File: config.mk
export PLATFORM = sky130hd
export DESIGN_NAME = burst_sram_port
export DESIGN_NICKNAME = d
export VERILOG_FILES = /design/src/burst_sram_pkg.sv /design/src/pin_sync.sv /design/src/burst_sram_port.sv
export SDC_FILE = /design/constraint.sdc
export NUM_CORES = 2
export LEC_CHECK = 0
export BUFFER_PORTS_ARGS = -buffer_cell sky130_fd_sc_hd__buf_2
export CORE_MARGIN = 3
export CORE_UTILIZATION = 50
export DETAILED_ROUTE_END_ITERATION = 7
export PLACE_DENSITY = 0.66
export SLEW_MARGIN = 10
export SYNTH_ARGS = -nofsm -noshare
export SYNTH_HDL_FRONTEND = slang
export SYNTH_HIERARCHICAL = 1
export SYNTH_SLANG_ARGS = --single-unit
File: constraint.sdc
create_clock -name core_clk -period 3.55 [get_ports core_clk]
set_input_delay 0.5325 -clock core_clk [delete_from_list [all_inputs] [get_ports core_clk]]
set_output_delay 0.5325 -clock core_clk [all_outputs]
set_load 0.05 [all_outputs]
File: src/burst_sram_pkg.sv
// Shared constants and carrier types for the pipelined burst SRAM port
package burst_sram_pkg;

	localparam int LANE_COUNT = 4;
	localparam int LANE_DATA_W = 8;
	localparam int DATA_W = LANE_COUNT * LANE_DATA_W;
	localparam int ADDR_W = 6;
	localparam int WORD_W = DATA_W + LANE_COUNT;

	localparam int BURST_BEATS = 4;
	localparam int BEAT_W = 2;

	// Sleep entry and exit each take two clock cycles
	localparam int SLEEP_ENTRY_CYC = 2;
	localparam int SLEEP_EXIT_CYC = 2;
	localparam int SLEEP_CNT_W = 2;
	localparam logic [SLEEP_CNT_W-1:0] SLEEP_CNT_RESET = 2'h0;

	localparam int SYNC_STAGES = 3;

	localparam logic [LANE_COUNT-1:0] MASK_NONE = 4'hF;
	localparam logic [ADDR_W-1:0] ADDR_RESET = 6'h00;
	localparam logic [BEAT_W-1:0] BEAT_RESET = 2'h0;
	localparam logic [DATA_W-1:0] DATA_RESET = 32'h00000000;
	localparam logic [LANE_COUNT-1:0] PARITY_RESET = 4'h0;

	typedef enum logic [1:0] {
		SLEEP_AWAKE,
		SLEEP_ENTERING,
		SLEEP_ASLEEP,
		SLEEP_LEAVING
	} sleep_state_t;

	// One access as it moves down the pipeline
	typedef struct packed {
		logic                  valid;
		logic                  write;
		logic [ADDR_W-1:0]     addr;
		logic [LANE_COUNT-1:0] mask_n;
	} access_t;

	localparam access_t ACCESS_IDLE = '{
		valid: 1'b0,
		write: 1'b0,
		addr: ADDR_RESET,
		mask_n: MASK_NONE
	};

	// Data word and its per-lane parity bits
	typedef struct packed {
		logic [DATA_W-1:0]     data;
		logic [LANE_COUNT-1:0] parity;
	} word_t;

endpackage

File: src/pin_sync.sv
// Three-stage pin synchroniser with agreement filter
`timescale 1ns/10ps
`default_nettype none

module pin_sync
	import burst_sram_pkg::*;
#(
	parameter int          WIDTH = 1,
	parameter logic [WIDTH-1:0] RESET_LEVEL = '0
) (
	// Clock and reset
	input  wire logic             core_clk,
	input  wire logic             sys_rst,
	// Asynchronous pin and filtered level
	input  wire logic [WIDTH-1:0] pin_in,
	output logic      [WIDTH-1:0] level
);

	logic [WIDTH-1:0] stage [SYNC_STAGES];

	// First stage feeds only the second stage
	always_ff @(posedge core_clk) begin
		if (sys_rst) begin
			for (int i = 0; i < SYNC_STAGES; i++) begin
				stage[i] <= RESET_LEVEL;
			end
		end else begin
			stage[0] <= pin_in;
			for (int i = 1; i < SYNC_STAGES; i++) begin
				stage[i] <= stage[i-1];
			end
		end
	end

	// A bit changes only once the last two stages agree
	always_ff @(posedge core_clk) begin
		if (sys_rst) begin
			level <= RESET_LEVEL;
		end else begin
			for (int b = 0; b < WIDTH; b++) begin
				if (stage[1][b] == stage[2][b]) begin
					level[b] <= stage[2][b];
				end
			end
		end
	end

endmodule

`default_nettype wire

File: src/burst_sram_port.sv
// Pipelined zero-turnaround burst SRAM port with byte writes and sleep
`timescale 1ns/10ps
`default_nettype none

module burst_sram_port
	import burst_sram_pkg::*;
#(
	parameter int DEPTH = 1 << ADDR_W
) (
	// Clock and reset
	input  wire logic                  core_clk,
	input  wire logic                  sys_rst,
	// Command pins, synchronous to core_clk
	input  wire logic [ADDR_W-1:0]     addr,
	input  wire logic                  chip_select_1_n,
	input  wire logic                  chip_select_2,
	input  wire logic                  chip_select_3_n,
	input  wire logic                  write_strobe_n,
	input  wire logic [LANE_COUNT-1:0] byte_lane_mask_n,
	input  wire logic                  step_or_fetch_n,
	input  wire logic                  clk_qualify_n,
	// Asynchronous controls
	input  wire logic                  out_drive_en_n,
	input  wire logic                  sleep_request,
	input  wire logic                  burst_order,
	// Data pins split into in, out and enable
	input  wire logic [DATA_W-1:0]     data_io_in,
	output logic      [DATA_W-1:0]     data_io_out,
	output logic      [DATA_W-1:0]     data_io_oe_n,
	input  wire logic [LANE_COUNT-1:0] parity_io_in,
	output logic      [LANE_COUNT-1:0] parity_io_out,
	output logic      [LANE_COUNT-1:0] parity_io_oe_n
);

	// Burst address low bits for a given beat
	function automatic logic [BEAT_W-1:0] burst_low(
		input logic [BEAT_W-1:0] start,
		input logic [BEAT_W-1:0] beat,
		input logic              interleaved
	);
		logic [BEAT_W-1:0] result;
		result = interleaved ? (start ^ beat) : BEAT_W'(start + beat);
		return result;
	endfunction

	// Merge a lane-masked write into an existing word
	function automatic word_t lane_merge(
		input word_t                 old_word,
		input word_t                 new_word,
		input logic [LANE_COUNT-1:0] mask_n
	);
		word_t result;
		result = old_word;
		for (int l = 0; l < LANE_COUNT; l++) begin
			if (!mask_n[l]) begin
				result.data[l*LANE_DATA_W +: LANE_DATA_W] = new_word.data[l*LANE_DATA_W +: LANE_DATA_W];
				result.parity[l] = new_word.parity[l];
			end
		end
		return result;
	endfunction

	word_t        mem [DEPTH];
	logic         sleep_level;
	logic         order_level;
	sleep_state_t sleep_state;
	logic [SLEEP_CNT_W-1:0] sleep_cnt;
	logic         awake;
	logic         edge_taken;
	logic         selected;
	logic         burst_live;
	logic         burst_write;
	logic [ADDR_W-1:0] burst_base;
	logic [BEAT_W-1:0] burst_beat;
	logic [BEAT_W-1:0] next_beat;
	access_t      next_cmd;
	access_t      cmd_stage;
	access_t      data_stage;
	word_t        pin_word;
	word_t        read_word;
	word_t        out_word;
	logic         read_drive;
	logic         drive_n;

	// Sleep pin and burst order strap cross in through three synchroniser flops and a filter flop
	pin_sync #(
		.WIDTH       (2),
		.RESET_LEVEL (2'h1)
	) u_pin_sync (
		.core_clk (core_clk),
		.sys_rst  (sys_rst),
		.pin_in   ({sleep_request, burst_order}),
		.level    ({sleep_level, order_level})
	);

	assign awake = (sleep_state == SLEEP_AWAKE);
	// While awake, a high clk_qualify_n freezes every register below except the sleep sequencer
	assign edge_taken = awake && !clk_qualify_n;
	assign selected = !chip_select_1_n && chip_select_2 && !chip_select_3_n;
	assign next_beat = BEAT_W'(burst_beat + 1'b1);
	assign pin_word = {data_io_in, parity_io_in};

	// Sleep sequencer: two cycles of agreement to enter or leave
	always_ff @(posedge core_clk) begin
		if (sys_rst) begin
			sleep_state <= SLEEP_AWAKE;
			sleep_cnt <= SLEEP_CNT_RESET;
		end else begin
			case (sleep_state)
				SLEEP_AWAKE: begin
					sleep_cnt <= SLEEP_CNT_RESET;
					if (sleep_level) begin
						sleep_state <= SLEEP_ENTERING;
						sleep_cnt <= SLEEP_CNT_W'(1);
					end
				end
				SLEEP_ENTERING: begin
					if (!sleep_level) begin
						sleep_state <= SLEEP_AWAKE;
					end else if (sleep_cnt >= SLEEP_CNT_W'(SLEEP_ENTRY_CYC - 1)) begin
						sleep_state <= SLEEP_ASLEEP;
						sleep_cnt <= SLEEP_CNT_RESET;
					end else begin
						sleep_cnt <= SLEEP_CNT_W'(sleep_cnt + 1'b1);
					end
				end
				SLEEP_ASLEEP: begin
					if (!sleep_level) begin
						sleep_state <= SLEEP_LEAVING;
						sleep_cnt <= SLEEP_CNT_W'(1);
					end
				end
				SLEEP_LEAVING: begin
					if (sleep_level) begin
						sleep_state <= SLEEP_ASLEEP;
					end else if (sleep_cnt >= SLEEP_CNT_W'(SLEEP_EXIT_CYC - 1)) begin
						sleep_state <= SLEEP_AWAKE;
						sleep_cnt <= SLEEP_CNT_RESET;
					end else begin
						sleep_cnt <= SLEEP_CNT_W'(sleep_cnt + 1'b1);
					end
				end
				default: begin
					sleep_state <= SLEEP_AWAKE;
					sleep_cnt <= SLEEP_CNT_RESET;
				end
			endcase
		end
	end

	// Decode of the command presented at this edge
	always_comb begin
		next_cmd = ACCESS_IDLE;
		if (!step_or_fetch_n) begin
			if (selected) begin
				next_cmd.valid = 1'b1;
				next_cmd.write = !write_strobe_n;
				next_cmd.addr = addr;
				next_cmd.mask_n = byte_lane_mask_n;
			end
		end else if (burst_live) begin
			// Selects and strobe are ignored on a step
			next_cmd.valid = 1'b1;
			next_cmd.write = burst_write;
			next_cmd.addr = {burst_base[ADDR_W-1:BEAT_W], burst_low(burst_base[BEAT_W-1:0], next_beat, order_level)};
			next_cmd.mask_n = byte_lane_mask_n;
		end
	end

	// Burst tracking: base address, beat and latched access type
	always_ff @(posedge core_clk) begin
		if (sys_rst) begin
			burst_live <= 1'b0;
			burst_write <= 1'b0;
			burst_base <= ADDR_RESET;
			burst_beat <= BEAT_RESET;
		end else if (!awake) begin
			burst_live <= 1'b0;
		end else if (edge_taken) begin
			if (!step_or_fetch_n) begin
				burst_live <= selected;
				burst_write <= !write_strobe_n;
				burst_base <= addr;
				burst_beat <= BEAT_RESET;
			end else if (burst_live) begin
				// Beat index wraps, so a fourth step revisits the start
				burst_beat <= next_beat;
			end
		end
	end

	// Address and control stage
	always_ff @(posedge core_clk) begin
		if (sys_rst) begin
			cmd_stage <= ACCESS_IDLE;
		end else if (!awake) begin
			cmd_stage <= ACCESS_IDLE;
		end else if (edge_taken) begin
			cmd_stage <= next_cmd;
		end
	end

	// Write data stage: the write waits one more edge for its data
	always_ff @(posedge core_clk) begin
		if (sys_rst) begin
			data_stage <= ACCESS_IDLE;
		end else if (!awake) begin
			data_stage <= ACCESS_IDLE;
		end else if (edge_taken) begin
			if (cmd_stage.valid && cmd_stage.write) begin
				data_stage <= cmd_stage;
			end else begin
				data_stage <= ACCESS_IDLE;
			end
		end
	end

	// Array write at the second edge after the command
	always_ff @(posedge core_clk) begin
		if (edge_taken && data_stage.valid && data_stage.write) begin
			mem[data_stage.addr] <= lane_merge(mem[data_stage.addr], pin_word, data_stage.mask_n);
		end
	end

	// Forward a write landing this edge so a following read sees it
	always_comb begin
		read_word = mem[cmd_stage.addr];
		if (data_stage.valid && data_stage.write && data_stage.addr == cmd_stage.addr) begin
			read_word = lane_merge(read_word, pin_word, data_stage.mask_n);
		end
	end

	// Output register and read drive flag
	always_ff @(posedge core_clk) begin
		if (sys_rst) begin
			out_word.data <= DATA_RESET;
			out_word.parity <= PARITY_RESET;
			read_drive <= 1'b0;
		end else if (!awake) begin
			read_drive <= 1'b0;
		end else if (edge_taken) begin
			if (cmd_stage.valid && !cmd_stage.write) begin
				out_word <= read_word;
				read_drive <= 1'b1;
			end else begin
				// Deselect or write: float from this edge on
				read_drive <= 1'b0;
			end
		end
	end

	// Output enable is combined without sampling, so it acts at once
	assign drive_n = !read_drive || out_drive_en_n;
	assign data_io_out = out_word.data;
	assign parity_io_out = out_word.parity;
	assign data_io_oe_n = {DATA_W{drive_n}};
	assign parity_io_oe_n = {LANE_COUNT{drive_n}};

endmodule

`default_nettype wire

==> results.yml <==
yosys:
  ys_async_sr_fraction: 0
  synth_cell_type_count: 61
  synth_warnings: 6
  syn_area_um2: 93200
  syn_inst: 4489
  ys_ff_latch: 2392
  synth_nets: 4549
  synth.avg_cell_area_um2: 20.8
  ys.flop_type: "edfxtp_1"
  synth_edf_count: 2304
  synth_seq_area_share: 0.762
worst_setup_path:
  cp_data_required_time_ns: 4.29
  startpoint_type: "flip-flop"
  cp_top_family: "compound AO/OA/AOI/OAI gates"
  cp_data_arrival_time_ns: 3.97
  cp_max_fo: 20
  rr_endpoint: "data_io_out[21]$_SDFFE_PP0P_"
  critPathCaptureType: "flip-flop"
  reg2reg_depth: 8
  crit_path_frequent_cell: "buf_12"
  rrSetupSlack_ns: 0.32
  slowest_delay_ns: 0.80
  crit_buf_inv: 3
  cp_cell_sequence: "buf_12 > buf_12 > mux4_2 > mux2i_1 > a21oi_1 > a2111oi_0 > buf_4 > o22ai_1"
  path_class: "flip-flop to flip-flop"
  cpMaxStageDelayCell: "a2111oi_0"
drt:
  viasPerCell: 6.27
  ant_nets: 0
  dr.first_iter.drc_count: 6902
  via_count: 48200
  drc: 0
  drt-total-wl_um: 249000
  drtPass1Iterations: 7
  wl_per_cell_um: 32.3
cells_and_area:
  final_util: 0.580
  final_design_area_no_fill_um2: 107000
  final_cell_mix: "2304 x edfxtp_1, 592 x mux4_2, 423 x buf_4"
  num-nets-final: 5073
  finalNonFillerCells: 7690
  final_common_cell: "edfxtp_1"
  drive_gt1_frac: 0.296
  area_growth_pct: 14.5
die:
  start_util: 0.506
  fp.dieW_um: 438
  die_height_um: 438
  ios: 129
  placementRows: 157
  die_area_um2: 192000
  core_um2: 184000
power:
  p_sw_frac: 0.210
  vdd_drop_max_mv: 0.517
  power_frac_seq: 0.539
  power_mw: 57.6
  power.share.clock: 0.413
  power_frac_comb: 0.049
  power_leakage_nw: 33.1
  p_per_area_nw_per_um2: 540
  power.switching_mw: 12.1
  p_int_mw: 45.5
global_route:
  grt_max_degree: 66
  gr-usage-all-layers: 0.261
  grt_overflow: 0
  grt_pass1_vias: 47400
  antenna_found_initial: 16
  grt_pass1_wl_um: 355000
worst_hold_path:
  hold_depth: 1
  min_to: "mem[24][21]$_DFFE_PP_"
  hp-start: "data_io_in[17]"
  hp-class: "primary input to flip-flop"
timing:
  period_share: 0.911
  skew_ns: 0.0458
  fin_crit_ns: 3.23
  setup-tns-final_ns: 0
  fin_ws_ns: 0.317
  slew_headroom: 0.175
  rsz0062_at_grt: "false"
  timing.hold.ws_ns: 0.0841
  max_freq_mhz: 309
  finalHoldViolCount: 0
  finalSetupViolCount: 0
  worst_pin_slew_ns: 1.24
  slew_viol_final: 0
clock_tree:
  numCtsBuffers: 228
  postCtsSetupRepairBufs: 0
  cts.sinks: 2392
  clkTransAtPathRegs_ns: 0.07
  ctsLongestPathBuffers: 3
  cts_tree: "done"
  clockRootBuffer: "clkbuf_16"
  h-tree-depth: 4
  clkLatencyLatePin_ns: 0.87
placement:
  dpl_worst_slack_ns: 0.346
  routabilityCongestion: 0.883
  place_hpwl_um: 159000
  io_buffers: 128
  place_area_um2: 99200
  dp.cells: 7234
flow_run:
  maxCapViolations: 0
status:
  status: "finished, final reports clean"
[kinds of logic (layout without fill, tap and decap cells)]
family | Yosys count | after routing | share of synthesized area
buffers and inverters | 321 | 1043 | 0.0180
AND/OR/NAND/NOR | 633 | 633 | 0.0301
other | 0 | 15 | 0
AO/OA/AOI/OAI | 337 | 337 | 0.0240
XOR/XNOR | 10 | 10 | 0.000940
flip-flops | 2392 | 2392 | 0.762
adder cells (fa/ha/maj) | 3 | 3 | 0.000403
multiplexers | 793 | 793 | 0.165
[worst reg2reg max path: cells and delay by family, from the launching register on]
kind                   cells  cell delay, ns
AOI/OAI and AO/OA          3            1.09
buffers and inverters      3            0.69
DFF                        1            0.47
muxes                      2            0.86
[registers in the layout (all words and copies together), names as in the netlist, 4 cells and up, named ones only]
name	count
mem	2304
data_io_out	32
cmd_stage	12
data_stage	11
burst_base	6
u_pin_sync/stage	6
parity_io_out	4
[synth_stat cells (24+ instances only)]
cell type / count / share of area
nor2_1: 321 / 0.013
mux4_2: 592 / 0.14
nor2b_1: 38 / 0.0026
nand2_1: 134 / 0.0054
buf_1: 30 / 0.0012
buf_4: 69 / 0.0056
mux2i_1: 177 / 0.019
o21ai_0: 52 / 0.0028
buf_2: 60 / 0.0032
dfxtp_1: 88 / 0.019
nor3_1: 33 / 0.0018
o22ai_1: 41 / 0.0028
clkbuf_1: 128 / 0.0052
edfxtp_1: 2304 / 0.74
a21oi_1: 60 / 0.0032
a211oi_1: 52 / 0.0042
a22oi_1: 44 / 0.0035
mux2_2: 24 / 0.0029
[worst max path at each step]
stage / to / startpoint / slack [ns] / cells after the start
after global routing: data_io_out[23]$_SDFFE_PP0P_ / flip-flop / 0.15 / 8
after detailed placement: data_io_out[23]$_SDFFE_PP0P_ / flip-flop / 0.35 / 8
after floorplan: data_io_out[18]$_SDFFE_PP0P_ / flip-flop / 1.09 / 8
after global placement: data_io_out[23]$_SDFFE_PP0P_ / flip-flop / 0.37 / 7
final: data_io_out[21]$_SDFFE_PP0P_ / flip-flop / 0.32 / 8
after CTS: data_io_out[23]$_SDFFE_PP0P_ / flip-flop / 0.34 / 7
[area by class of cell]
| cell class | count | area, µm² |
|---|---|---|
| diodes | 15 | 37.5 |
| clock buffers | 310 | 6270 |
| clock inverters | 118 | 1050 |
| fillers | 13300 | 77300 |
| inverters | 15 | 56.3 |
| multi-input cells | 1776 | 20600 |
| flip-flops and latches | 2392 | 71000 |
| well taps | 2464 | 3080 |
| repair buffers | 600 | 4670 |
[metal layers]
layer	track usage	wire [µm]	up-vias
met5	0	45	-
met4	0.102	10500	8
met3	0.0611	24700	483
met2	0.397	116000	2593
met1	0.368	97200	25600
li1	-	-	19600
[power by group through the flow]
stage	Combinational (mW)	Sequential, mW	Clock (mW)
detailed placement	2.80	31.6	0
CTS	2.82	31.0	24.1
finish	2.81	31.0	23.8
global route	2.97	31.0	25.2
floorplan	1.51	31.6	0
global placement	2.76	31.6	0
[repair_timing]
item	CTS	global route
setup endpoints to repair	0	0
resized for setup	0	0
hold buffers	13	0
endpoints found under the hold margin	13	0
(Power assumes the default switching activity.)
